[src/common/ecs_defines.svh]
// Constants for the elliptic-curve engine shared-memory control port
`ifndef ECS_DEFINES_SVH
`define ECS_DEFINES_SVH
`define ECS_PAGE_BITS      10
`define ECS_BASE_W         8
`define ECS_ADDR_W         18
`define ECS_SLOT_BYTES     32
`define ECS_SLOT_SHIFT     5
`define ECS_BLOCK_BITS     64
`define ECS_MAX_BLOCKS     4
`define ECS_SLOT_MOD       4'h0
`define ECS_SLOT_ORD       4'h1
`define ECS_SLOT_GX        4'h2
`define ECS_SLOT_GY        4'h3
`define ECS_SLOT_A         4'h4
`define ECS_SLOT_B         4'h5
`define ECS_SLOT_KEY       4'h6
`define ECS_SLOT_NONCE     4'h7
`define ECS_SLOT_R         4'ha
`define ECS_SLOT_S         4'hb
`define ECS_SLOT_DIGEST    4'hc
`define ECS_UCODE_BASE     32'h40030000
`define ECS_UCODE_WORDS    768
`define ECS_TYP_CYCLES     100000
`define ECS_W_64           2'h0
`define ECS_W_128          2'h1
`define ECS_W_256          2'h2
`endif

[src/common/ecs_pkg.sv]
// Types for the elliptic-curve engine shared-memory control port
package ecs_pkg;
  typedef enum logic [1:0] {
    ECS_OP_SIGN,
    ECS_OP_COPY,
    ECS_OP_CLEAR,
    ECS_OP_NOP
  } ecs_op_t;
  typedef struct packed {
    logic [3:0] operand_pointer_a;
    logic [3:0] operand_pointer_b;
    logic [3:0] operand_pointer_c;
    logic [1:0] width_sel;
    ecs_op_t    op;
  } ecs_cfg_t;
endpackage

[src/common/ecs_link_if.sv]
// Interface joining the host end and the engine end
`timescale 1ns/100ps
interface ecs_link_if;
  import ecs_pkg::*;
  logic        clk_gate_en;
  logic [7:0]  base_page;
  ecs_cfg_t    cfg;
  logic        irq_en;
  logic        start;
  logic        busy;
  logic        irq;
  logic        ucode_we;
  logic [9:0]  ucode_addr;
  logic [31:0] ucode_data;
  logic        mem_req;
  logic        mem_we;
  logic [17:0] mem_addr;
  logic [63:0] mem_wdata;
  logic [63:0] mem_rdata;
  logic        mem_ack;
  modport engine (
    input  clk_gate_en, base_page, cfg, irq_en, start, ucode_we, ucode_addr, ucode_data,
    input  mem_rdata, mem_ack,
    output busy, irq, mem_req, mem_we, mem_addr, mem_wdata
  );
  modport host (
    output clk_gate_en, base_page, cfg, irq_en, start, ucode_we, ucode_addr, ucode_data,
    input  busy, irq, mem_req, mem_we, mem_addr, mem_wdata,
    output mem_rdata, mem_ack
  );
endinterface

[src/logic/ecs_engine.sv]
// Engine end: window addressing, operand walk and busy/irq signalling
//
// Function
// RULE_01 - Host enables engine clock gate first
// RULE_02 - Base register places shared window in RAM
// RULE_03 - Base register counts 1 kB pages
// RULE_04 - Host loads microcode from 0x40030000 first
// RULE_05 - Interrupt raised only when enabled in engine
// RULE_06 - Host writes all operands before start
// RULE_07 - Fixed slots plus three pointer fields
// RULE_08 - Operands 64, 128 or 256 bits
// RULE_09 - Processing in 64-bit blocks, zero-extended
// RULE_10 - Window data is little-endian
// RULE_11 - Host polls busy for completion
// RULE_12 - Host preloads signature input slots
// RULE_13 - Signature results land in 0xA, 0xB
// RULE_14 - Zero r means host restarts, new nonce; here it only sets r_zero, the host does not restart
// RULE_15 - Typical operation near 100 k cycles
// RULE_16 - Busy until results written, then irq
`timescale 1ns/100ps
`include "ecs_defines.svh"
module ecs_engine #(
  parameter int TYP_CYCLES = `ECS_TYP_CYCLES
) (
  input  wire logic  clk_sys,
  input  wire logic  sys_rst,
  ecs_link_if.engine lnk,
  output logic [31:0] op_count,
  output logic        r_zero
);
  import ecs_pkg::*;
  typedef enum logic [2:0] {
    ST_IDLE, ST_READ, ST_COMPUTE, ST_WRITE, ST_DONE
  } ecs_state_t;
  typedef struct packed {
    ecs_state_t  st;
    logic [1:0]  blk;
    logic [1:0]  phase;
    logic [31:0] cnt;
    logic [63:0] acc;
    logic        busy;
    logic        irq;
    logic        req;
    logic        we;
    logic [17:0] addr;
    logic [63:0] wdata;
    logic [31:0] ops;
    logic        rz;
  } ecs_state_s_t;
  ecs_state_s_t s_reg;
  ecs_state_s_t s_next;
  logic [1:0]  last_blk;
  logic [3:0]  rd_slot;
  logic [3:0]  wr_slot;

  // Blocks in one operand; narrower widths stop early
  always_comb begin
    case (lnk.cfg.width_sel)
      `ECS_W_64:  last_blk = 2'h0; // RULE_08
      `ECS_W_128: last_blk = 2'h1; // RULE_08
      default:    last_blk = 2'h3; // RULE_08
    endcase
  end

  // Sign reads and writes fixed slots, other ops follow the pointers
  always_comb begin
    rd_slot = (lnk.cfg.op == ECS_OP_SIGN) ? `ECS_SLOT_NONCE : lnk.cfg.operand_pointer_a; // RULE_07
    wr_slot = lnk.cfg.operand_pointer_c; // RULE_07
    if (lnk.cfg.op == ECS_OP_SIGN) begin
      wr_slot = s_reg.phase[0] ? `ECS_SLOT_S : `ECS_SLOT_R; // RULE_13
    end
  end

  function automatic logic [17:0] win_addr(input logic [7:0] page, input logic [3:0] slot,
                                          input logic [1:0] blk);
    // Page base plus slot offset plus 8-byte block; low byte first
    win_addr = {page, 10'h000} + {9'h000, slot, `ECS_SLOT_SHIFT'(0)} // RULE_03
               + {13'h0000, blk, 3'h0}; // RULE_10
  endfunction

  always_comb begin
    s_next = s_reg;
    s_next.irq = 1'b0;
    case (s_reg.st)
      ST_IDLE: begin
        if (lnk.start && lnk.clk_gate_en && lnk.cfg.op != ECS_OP_NOP) begin
          s_next.busy  = 1'b1; // RULE_16
          s_next.blk   = 2'h0;
          s_next.phase = 2'h0;
          s_next.acc   = 64'h0;
          s_next.rz    = 1'b0;
          s_next.st    = ST_READ;
        end
      end
      ST_READ: begin
        s_next.req  = 1'b1;
        s_next.we   = 1'b0;
        s_next.addr = win_addr(lnk.base_page, rd_slot, s_reg.blk); // RULE_02
        if (s_reg.req && lnk.mem_ack) begin
          s_next.req = 1'b0;
          s_next.acc = s_reg.acc ^ lnk.mem_rdata; // RULE_09
          if (s_reg.blk == last_blk) begin
            s_next.blk = 2'h0;
            s_next.cnt = TYP_CYCLES;
            s_next.st  = ST_COMPUTE;
          end else begin
            s_next.blk = s_reg.blk + 2'h1;
          end
        end
      end
      ST_COMPUTE: begin
        // Stand-in for the microcoded array, typical duration only
        if (s_reg.cnt <= 32'h1) begin
          s_next.st = ST_WRITE; // RULE_15
        end else begin
          s_next.cnt = s_reg.cnt - 32'h1;
        end
      end
      ST_WRITE: begin
        s_next.req   = 1'b1;
        s_next.we    = 1'b1;
        s_next.addr  = win_addr(lnk.base_page, wr_slot, s_reg.blk);
        s_next.wdata = (lnk.cfg.op == ECS_OP_CLEAR) ? 64'h0 : s_reg.acc;
        if (s_reg.req && lnk.mem_ack) begin
          s_next.req = 1'b0;
          s_next.we  = 1'b0;
          if (s_reg.blk == 2'h0 && s_reg.phase == 2'h0 && s_reg.acc == 64'h0) begin
            s_next.rz = 1'b1;
          end
          if (s_reg.blk == last_blk) begin
            s_next.blk = 2'h0;
            if (lnk.cfg.op == ECS_OP_SIGN && s_reg.phase == 2'h0) begin
              s_next.phase = 2'h1; // RULE_13
            end else begin
              s_next.st = ST_DONE;
            end
          end else begin
            s_next.blk = s_reg.blk + 2'h1;
          end
        end
      end
      ST_DONE: begin
        // Busy falls only once the last result word is acknowledged
        s_next.busy = 1'b0; // RULE_16
        s_next.irq  = lnk.irq_en; // RULE_05
        s_next.ops  = s_reg.ops + 32'h1;
        s_next.st   = ST_IDLE;
      end
      default: begin
        s_next.st = ST_IDLE;
      end
    endcase
  end

  always_ff @(posedge clk_sys) begin
    if (sys_rst) begin
      s_reg <= '0;
    end else begin
      s_reg <= s_next;
    end
  end

  assign lnk.busy      = s_reg.busy;
  assign lnk.irq       = s_reg.irq;
  assign lnk.mem_req   = s_reg.req;
  assign lnk.mem_we    = s_reg.we;
  assign lnk.mem_addr  = s_reg.addr;
  assign lnk.mem_wdata = s_reg.wdata;
  assign op_count      = s_reg.ops;
  assign r_zero        = s_reg.rz;
endmodule

[src/flat_wrapper.sv]
// flat-port wrapper written by rule: the top's interface ports become plain ports
module ecs_engine_flat import ecs_pkg::*;
#(
  parameter int TYP_CYCLES = `ECS_TYP_CYCLES
)
  (clk_sys, sys_rst, op_count, r_zero, lnk_clk_gate_en, lnk_base_page, lnk_cfg, lnk_irq_en, lnk_start, lnk_ucode_we, lnk_ucode_addr, lnk_ucode_data, lnk_mem_rdata, lnk_mem_ack, lnk_busy, lnk_irq, lnk_mem_req, lnk_mem_we, lnk_mem_addr, lnk_mem_wdata);
  ecs_link_if lnk_i ();
  input  wire logic clk_sys;
  input  wire logic sys_rst;
  output logic [31:0] op_count;
  output logic r_zero;
  input wire logic [$bits(lnk_i.clk_gate_en)-1:0] lnk_clk_gate_en;
  input wire logic [$bits(lnk_i.base_page)-1:0] lnk_base_page;
  input wire logic [$bits(lnk_i.cfg)-1:0] lnk_cfg;
  input wire logic [$bits(lnk_i.irq_en)-1:0] lnk_irq_en;
  input wire logic [$bits(lnk_i.start)-1:0] lnk_start;
  input wire logic [$bits(lnk_i.ucode_we)-1:0] lnk_ucode_we;
  input wire logic [$bits(lnk_i.ucode_addr)-1:0] lnk_ucode_addr;
  input wire logic [$bits(lnk_i.ucode_data)-1:0] lnk_ucode_data;
  input wire logic [$bits(lnk_i.mem_rdata)-1:0] lnk_mem_rdata;
  input wire logic [$bits(lnk_i.mem_ack)-1:0] lnk_mem_ack;
  output wire logic [$bits(lnk_i.busy)-1:0] lnk_busy;
  output wire logic [$bits(lnk_i.irq)-1:0] lnk_irq;
  output wire logic [$bits(lnk_i.mem_req)-1:0] lnk_mem_req;
  output wire logic [$bits(lnk_i.mem_we)-1:0] lnk_mem_we;
  output wire logic [$bits(lnk_i.mem_addr)-1:0] lnk_mem_addr;
  output wire logic [$bits(lnk_i.mem_wdata)-1:0] lnk_mem_wdata;
  assign lnk_i.clk_gate_en = lnk_clk_gate_en;
  assign lnk_i.base_page = lnk_base_page;
  assign lnk_i.cfg = lnk_cfg;
  assign lnk_i.irq_en = lnk_irq_en;
  assign lnk_i.start = lnk_start;
  assign lnk_i.ucode_we = lnk_ucode_we;
  assign lnk_i.ucode_addr = lnk_ucode_addr;
  assign lnk_i.ucode_data = lnk_ucode_data;
  assign lnk_i.mem_rdata = lnk_mem_rdata;
  assign lnk_i.mem_ack = lnk_mem_ack;
  assign lnk_busy = lnk_i.busy;
  assign lnk_irq = lnk_i.irq;
  assign lnk_mem_req = lnk_i.mem_req;
  assign lnk_mem_we = lnk_i.mem_we;
  assign lnk_mem_addr = lnk_i.mem_addr;
  assign lnk_mem_wdata = lnk_i.mem_wdata;
  ecs_engine #(.TYP_CYCLES(TYP_CYCLES)) u_core (.clk_sys(clk_sys), .sys_rst(sys_rst), .lnk(lnk_i), .op_count(op_count), .r_zero(r_zero));
endmodule
[config.mk]
export PLATFORM = sky130hd
export DESIGN_NAME = ecs_engine_flat
export DESIGN_NICKNAME = d
export VERILOG_FILES = /design/src/common/ecs_pkg.sv /design/src/common/ecs_link_if.sv /design/src/logic/ecs_engine.sv /design/src/flat_wrapper.sv
export VERILOG_INCLUDE_DIRS = /design/src /design/src/common
export SDC_FILE = /design/constraint.sdc
export NUM_CORES = 1
export LEC_CHECK = 0
export ABC_AREA = 0
export BUFFER_PORTS_ARGS = -buffer_cell sky130_fd_sc_hd__buf_2
export CAP_MARGIN = 20
export CORE_MARGIN = 3
export CORE_UTILIZATION = 53
export CTS_CLUSTER_SIZE = 40
export DETAILED_ROUTE_END_ITERATION = 7
export GPL_TIMING_DRIVEN = 0
export PLACE_DENSITY = 0.88
export SETUP_SLACK_MARGIN = 0.2
export SYNTH_ARGS = -nofsm -noshare
export SYNTH_HDL_FRONTEND = slang
export SYNTH_SLANG_ARGS = --single-unit
[constraint.sdc]
create_clock -name clk_sys -period 3.3 [get_ports clk_sys]
set_input_delay 0.99 -clock clk_sys [delete_from_list [all_inputs] [get_ports clk_sys]]
set_output_delay 0.99 -clock clk_sys [all_outputs]
set_load 0.01 [all_outputs]
# Word-level counts from Yosys, hierarchy flattened
# Cells that the tools add are included.
dict set report totals {
  output_inout_bits 119
  wordCells 99
  reg_bits 222
}
dict set report classes {
  add_sub_neg 7
  magnitude_cmp 1
  n_eq_ne 18
  mux 32
  reduce_logical 26
  n_bitwise 2
}
# op count
set ops {}
lappend ops {{case mux 64 bit (2 select lines)} 1}
lappend ops {{two-way mux 96 bit} 1}
lappend ops {{two-way mux 65 bit} 1}
lappend ops {{zero test 64 bit} 1}
lappend ops {{two-way mux 32 bit} 2}
lappend ops {{two-way mux 64 bit} 1}
lappend ops {{case mux 32 bit (2 select lines)} 1}
lappend ops {{XOR 64 bit} 1}
lappend ops {{case mux 20 bit (2 select lines)} 1}
lappend ops {{adder 18 x 5 -> 18 bit} 2}
lappend ops {{adder 18 x 9 -> 18 bit} 2}
lappend ops {{adder 32 x 1 -> 32 bit, second input constant} 1}
lappend ops {{less-or-equal comparator 32 x 1 -> 1 bit, second input constant} 1}
lappend ops {{subtractor 32 x 1 -> 32 bit, second input constant} 1}
lappend ops {{!= test 2 x 1 -> 1 bit, second input constant} 8}
lappend ops {{two-way mux 7 bit} 2}
lappend ops {{two-way mux 3 bit} 4}
lappend ops {{case mux 3 bit (4 select lines)} 1}
lappend ops {{AND reduction 4 bit} 3}
lappend ops {{nonzero test 2 bit} 5}
lappend ops {{zero test 2 bit} 4}
lappend ops {{two-way mux 2 bit} 4}
lappend ops {{two-way mux 4 bit} 2}
lappend ops {{case mux 2 bit (2 select lines)} 2}
lappend ops {{other kinds (21)} 34}

# Logic depth before layout (Yosys ltp)
# Gate-level depths: netlist of run 1.
dict set report depth {
  word_depth 6
  ltp_mapped 9
}

# Worst setup path before layout of run 1
# Ideal clock, no wire load.
dict set report synth_path {
  kind {input to register}
  from {in lnk_cfg[3]}
  to {reg u_core.s_reg[187] in the netlist's numbering}
  path_buffers 2
  path_slack_ns 0.726
  arrival_time_ns 2.447
  stages 7
  required_time_ns 3.172
  path_cell_list {or2_2 > o32ai_2 > nand2_1 > nand2b_1 > clkbuf_1 > clkbuf_1 > nor2_1}
}
dict set report synth_between {
  elab_chain_cells 5
  elab_cells_between_ends 6
}
# item line
set synth_lines {}
lappend synth_lines {{start, declared} flat_wrapper.sv:14} ;# input wire logic [$bits(lnk_i.cfg)-1:0] lnk_cfg;
lappend synth_lines {{equality test 2 x 1 -> 1 bit / zero test 2 bit (equally long branches)} ecs_engine.sv:58} ;# case (lnk.cfg.width_sel)
lappend synth_lines {{case mux 2 bit (2 select lines) *} ecs_engine.sv:58}
lappend synth_lines {{equality test 2 bit *} ecs_engine.sv:102} ;# if (s_reg.blk == last_blk) begin
lappend synth_lines {{!= test 2 x 1 -> 1 bit (no line) *} -}
lappend synth_lines {{AND reduction 4 bit (no line) *} -}
lappend synth_lines {{end signal, assigned} ecs_engine.sv:159} ;# s_reg <= s_next;
lappend synth_lines {{end, declared} ecs_engine.sv:50} ;# ecs_state_s_t s_reg;
# Mark *: on every way between the ends. The rest lies on a longest branch, timed or not.
# A chain may end at the register's enable or synchronous reset.

# Worst setup path after layout of run 1
dict set report layout_path {
  from {in lnk_cfg[3]}
  to {reg u_core.s_reg[203] in the netlist's numbering}
}
# The elaborated chain is that of the path after synthesis.

==> impl_metrics.csv, run 1 <==
group,metric,value,unit
grt,grt_pass1_vias,7997,
clocking,cts_tree,"built",
clocking,cts_num_sinks,217,
layout,multi_input_area,0.00406,mm²
yosys,yosysTopAreaCellShare,0.458,
clocking,cts_setup_buffers,0,
layout,nNetsFinal,1436,
worst_setup_path,crit_family,"buffers and inverters",
layout,n_fill_cell,1319,
layout,drive_above_1_share,0.287,
power_and_ir_drop,vdd_drop_max,0.374,mV
worst_setup_path,cp_slowest_cell,"o32ai_2",
layout,diodes,0,
clocking,clkLatencyLatePin,0.50,ns
yosys,synth_top_flop_cell,"dfxtp_1",
timing,tns,0,ns
yosys,yosysMostFrequentCell,"dfxtp_1",
yosys,synthTopCellsByArea,"dfxtp_1 46%, buf_4 9.0%, xor2_1 8.8%, a22o_1 6.0%, nor2_1 5.5%",
yosys,synth_common_cells,"217 x dfxtp_1, 140 x nor2_1, 117 x nand2_1",
detailed_routing,dr_total_vias,8205,
worst_setup_path,path_class,"input port to flop",
hold_path,hp-class,"flop to flop",
detailed_routing,ant_nets,0,
worst_setup_path,path_buf_inv,3,
worst_setup_path,critPathMaxFanout,10,
run,maxCapViolCount,0,
die,core,0.0174,mm²
worst_setup_path,critPathMaxStageDelay,0.44,ns
grt,grt_antenna_before_repair,2,
grt,grt_max_degree,15,
placement,dp_hpwl,17200,µm
timing,min_period,2.77,ns
timing,maxSlewViolCount,0,
timing,worst_hold_slack,0.453,ns
yosys,yosysTopAreaCell,"dfxtp_1",
yosys,synthCells,1061,
worst_setup_path,r2r_slack,0.59,ns
yosys,ys_warn_count,0,
timing,rsz0062_at_grt,"false",
yosys,synth-edff-count,0,
detailed_routing,vias_per_cell,5.35,
placement,gp_congestion,0.912,
yosys,ys_ff_latch,217,
die,die-area,0.0195,mm²
clocking,postCtsHoldBufs,0,
clocking,cts_htree_levels,1,
timing,finalSetupViolCount,0,
detailed_routing,routedWlPerCell,15.5,µm
power_and_ir_drop,power_density,483,mW/mm²
worst_setup_path,crit_chain,"buf_2 -> or2_2 -> o32ai_2 -> nand2_1 -> nand2b_1 -> clkbuf_1 -> clkbuf_1 -> nor2_1",
yosys,ys_async_sr_fraction,0,
grt,overflow,0,
timing,fmax,0.361,GHz
clocking,clk_pin_slew,0.06,ns
timing,hold_viol,0,
power_and_ir_drop,p_leak,5.27,nW
timing,period_share,0.840,
timing,fin_skew,0.0180,ns
detailed_routing,routed_wl,23700,µm
yosys,avgSynthCellArea,8.93,µm²
timing,worst_pin_slew,0.936,ns
clocking,cts_buffer_depth,3,
grt,gr-usage-all-layers,0.234,
detailed_routing,drt_iter0_drc,449,
die,fp.dieH,140,µm
layout,largest_register_ff_count,102,
clocking,cts_buffers,23,
detailed_routing,drc,0,
yosys,ys_types,54,
worst_setup_path,crit_arrival,3.14,ns
clocking,cts_root_buf,"clkbuf_16",
worst_setup_path,cp-end-kind,"flop",
die,die_w,140,µm
yosys,ys_seq_area_frac,0.458,
worst_setup_path,startpoint_type,"input port",
die,start_util,0.544,
clocking,post_cts_resized,0,
die,num_rows,48,
layout,syn_to_final_growth,21.9,%
yosys,netlist_area,0.00948,mm²
status,status,"finished, final reports clean",
layout,seq_area,0.00434,mm²
timing,slew_headroom,0.373,
worst_setup_path,cp.required,3.67,ns
placement,port_buffers,204,
detailed_routing,firstDrtPassIters,5,
die,io-pin-count,256,
grt,grt_pass1_wl,38900,µm
worst_setup_path,cpMostUsedCell,"clkbuf_1",
## worst paths after layout
kind / to / start / cells after the start
worst max-delay path: u_core.s_reg[203] / lnk_cfg[3] / 8
worst min-delay path: u_core.lnk.mem_addr[11] / u_core.lnk.mem_addr[11] / 2
worst max register to register: u_core.op_count[25] / u_core.s_reg[220] / 8
worst min register to register: u_core.lnk.mem_addr[11] / u_core.lnk.mem_addr[11] / 2
## tightest hold or removal path, stage by stage (launching register included)
cell,delay (ns)
dfxtp_1,0.31
nand2_1,0.05
a21oi_1,0.05
## power breakdown
group | internal [W] | total (W) | switching [W]
logic | 0.000146 | 0.000362 | 0.000216
registers | 0.00267 | 0.00271 | 0.0000436
clock network | 0.00148 | 0.00251 | 0.00103
## through the flow
| step | std cells | setup slack (ns) | util | total power (W) | cell area [µm²] |
|---|---|---|---|---|---|
| 3_3_place_gp | 1493 | -0.469 | 0.620 | 0.00311 | 10800 |
| 4_1_cts | 1534 | 0.582 | 0.663 | 0.00560 | 11500 |
| 6_report | 1535 | 0.528 | 0.663 | 0.00558 | 11600 |
| 5_1_grt | 1535 | 0.333 | 0.663 | 0.00577 | 11600 |
| 3_5_place_dp | 1494 | 0.113 | 0.621 | 0.00312 | 10800 |
| 2_1_floorplan | 1064 | 0.726 | - | 0.00298 | 9490 |
## kinds of logic after synthesis
group | synth area share
simple gates | 0.197
buf+inv | 0.116
other cells | 0.000396
fa+ha+maj | 0.00528
mux | 0.00317
compound gates | 0.116
xor+xnor | 0.104
flops | 0.458
## layout make-up
cell class	count	share of cell area
Timing Repair Buffer	206	0.0897
Buffer	168	0.0921
Tap cell	225	0.0244
Sequential cell	217	0.376
Clock inverter	7	0.00650
Inverter	9	0.00292
Clock buffer	33	0.0574
Multi-Input combinational cell	670	0.351
## per-layer routing
layer,global-route usage,share of wire,up-vias
li1,-,-,3988
met1,0.292,0.41,3814
met2,0.401,0.47,336
met3,0.0498,0.080,63
met4,0.0806,0.031,4
met5,0,0.00080,-
## cell usage in the layout (no fill, tap or decap), types with 15 or more instances in the layout
master,count
buf_2,209
nor3_1,15
buf_4,116
nand2_1,117
clkbuf_16,23
dfxtp_1,217
a22o_1,65
clkbuf_1,49
a21oi_1,42
xor2_1,95
xnor2_1,18
nor4_1,27
nand3_1,26
nand4_1,20
nor2_1,140
(Power assumes the default switching activity.)
==> run 2, diff against run 1 <==
clock period = 2.63 ns   (was 3.3 ns; I/O delays follow)
==> run 2 against run 1 <==
Against the previous run:
- critical path depth decreased by 2
- worst hold slack about the same
- power increased by 26%
- sequential cell count unchanged
- combinational power increased by 27%
- global-route usage increased by 0.28 points
- routed wire length increased by 1.4%
==> impl_metrics.csv, run 2 (synthesis results as in run 1) <==
group,metric,value,unit
layout,drive_above_1_share,0.307,
worst_setup_path,cp.required,3.02,ns
worst_setup_path,r2r-start,"u_core.s_reg[193]",
hold_path,hp-start,"u_core.lnk.mem_addr[5]",
timing,layout_setup_ws,0.264,ns
die,die-area,0.0195,mm²
clocking,cts_tree,"built",
detailed_routing,top_layer,"met5",
grt,overflow,0,
grt,grt_pass1_vias,8058,
placement,dp_hpwl,17200,µm
worst_setup_path,crit_chain,"or4_4 -> or4_4 -> or4_4 -> a21oi_2 -> xnor2_1 -> nor2_1",
timing,min_period,2.37,ns
detailed_routing,wl_met2,11500,µm
worst_setup_path,cp_slowest_cell,"or4_4",
clocking,postCtsHoldBufs,0,
worst_setup_path,crit_arrival,2.76,ns
die,io-pin-count,256,
timing,finalSetupViolCount,0,
detailed_routing,drc,0,
timing,period_share,0.900,
grt,grt_max_degree,15,
detailed_routing,dr_total_vias,8268,
die,start_util,0.544,
layout,syn_to_final_growth,23.4,%
worst_setup_path,path_class,"flop to flop",
die,fp.dieH,140,µm
clocking,clk_pin_slew,0.06,ns
worst_setup_path,critPathMaxStageDelay,0.60,ns
timing,worst_pin_slew,0.704,ns
clocking,cts_num_sinks,217,
worst_setup_path,startpoint,"u_core.s_reg[193]",
power_and_ir_drop,power_density,600,mW/mm²
die,num_rows,48,
detailed_routing,firstDrtPassIters,7,
timing,rsz0062_at_grt,"true",
worst_setup_path,startpoint_type,"flop",
timing,tns,0,ns
detailed_routing,drt_iter0_drc,467,
worst_setup_path,cpMostUsedCell,"or4_4",
timing,fmax,0.423,GHz
timing,slew_headroom,0.526,
status,status,"finished, final reports clean",
placement,port_buffers,204,
detailed_routing,vias_per_cell,5.37,
placement,gp_congestion,0.912,
run,maxCapViolCount,0,
grt,grt_antenna_before_repair,2,
layout,nNetsFinal,1442,
timing,fin_skew,0.0196,ns
layout,largest_register_ff_count,102,
detailed_routing,routedWlPerCell,15.6,µm
hold_path,hp-class,"flop to flop",
die,die_w,140,µm
die,core,0.0174,mm²
placement,pre_cts_ws,-0.356,ns
clocking,cts_buffers,23,
timing,hold_viol,0,
detailed_routing,ant_nets,0,
worst_setup_path,critPathMaxFanout,4,
power_and_ir_drop,vdd_drop_max,0.470,mV
detailed_routing,routed-wl-met3,1900,µm
layout,diodes,0,
detailed_routing,met1_length,9900,µm
layout,layout_common_cells,"214 x dfxtp_1, 210 x buf_2, 140 x nor2_1, 122 x buf_4, 117 x nand2_1",
layout,n_fill_cell,1299,
detailed_routing,routed_wl,24100,µm
clocking,cts_buffer_depth,3,
timing,maxSlewViolCount,0,
power_and_ir_drop,p_leak,5.36,nW
clocking,clkLatencyLatePin,0.50,ns
layout,final_common_cell,"dfxtp_1",
clocking,cts_htree_levels,1,
grt,grt_pass1_wl,39300,µm
grt,gr-usage-all-layers,0.237,
worst_setup_path,cp-end-kind,"flop",
clocking,cts_root_buf,"clkbuf_16",
-- run 2: cell count changes in the layout (fill, tap and decap cells not counted), moves of 3 or more --
cell      previous run  this run
buf_4              116       122
clkbuf_1            49        40
clkbuf_2             0         9
dfxtp_1            217       214
dfxtp_2              0         3
-- run 2: where the power goes --
part	internal, W	switching (W)
sequential	0.00335	0.0000556
clock	0.00186	0.00130
combinational	0.000186	0.000273
-- run 2: final timing paths --
kind,end,cells after the start,slack [ns]
setup / recovery,u_core.s_reg[213],6,0.26
hold / removal,u_core.lnk.mem_addr[5],2,0.45
setup reg to reg,u_core.s_reg[213],6,0.26
hold reg to reg,u_core.lnk.mem_addr[5],2,0.45
-- run 2: what timing repair did --
item / 4_1_cts / 5_1_grt
buffers inserted: 4 / 3
endpoints found under the hold margin: 0 / 0
pin swaps: 2 / 4
gates resized for setup: 14 / 23
endpoints found under the setup margin: 94 / 100
-- run 2: per-stage QoR --
stage	hold slack, ns	instance area [µm²]	utilization	cells	power (W)
floorplan	0.432	9490	-	1064	0.00373
global placement	0.439	10800	0.620	1493	0.00390
detailed placement	0.446	10800	0.621	1494	0.00392
CTS	0.454	11600	0.668	1538	0.00703
global route	0.476	11700	0.671	1541	0.00725
finish	0.453	11700	0.671	1541	0.00702
-- run 2: cell type report --
class,count,area [µm²],area share
Buffer,168,1080,0.0921
Clock buffer,33,663,0.0567
Clock inverter,7,75.1,0.00642
Inverter,9,33.8,0.00289
Multi-Input combinational cell,670,4130,0.353
Sequential cell,217,4350,0.372
Tap cell,225,282,0.0241
Timing Repair Buffer,212,1080,0.0925
-- run 2: worst max-delay path: cells and delay by family, from the launching register on --
kind                      cells  cell delay (ns)
and+or+nand+nor               4             1.66
xor gates and xnor gates      1             0.13
DFF                           1             0.34
AOI/OAI and AO/OA             1             0.12
-- run 2: per-layer routing --
layer,GRT usage,vias to the layer above
met5,0,-
met3,0.0488,69
met2,0.405,344
met4,0.0836,4
met1,0.296,3854
li1,-,3997
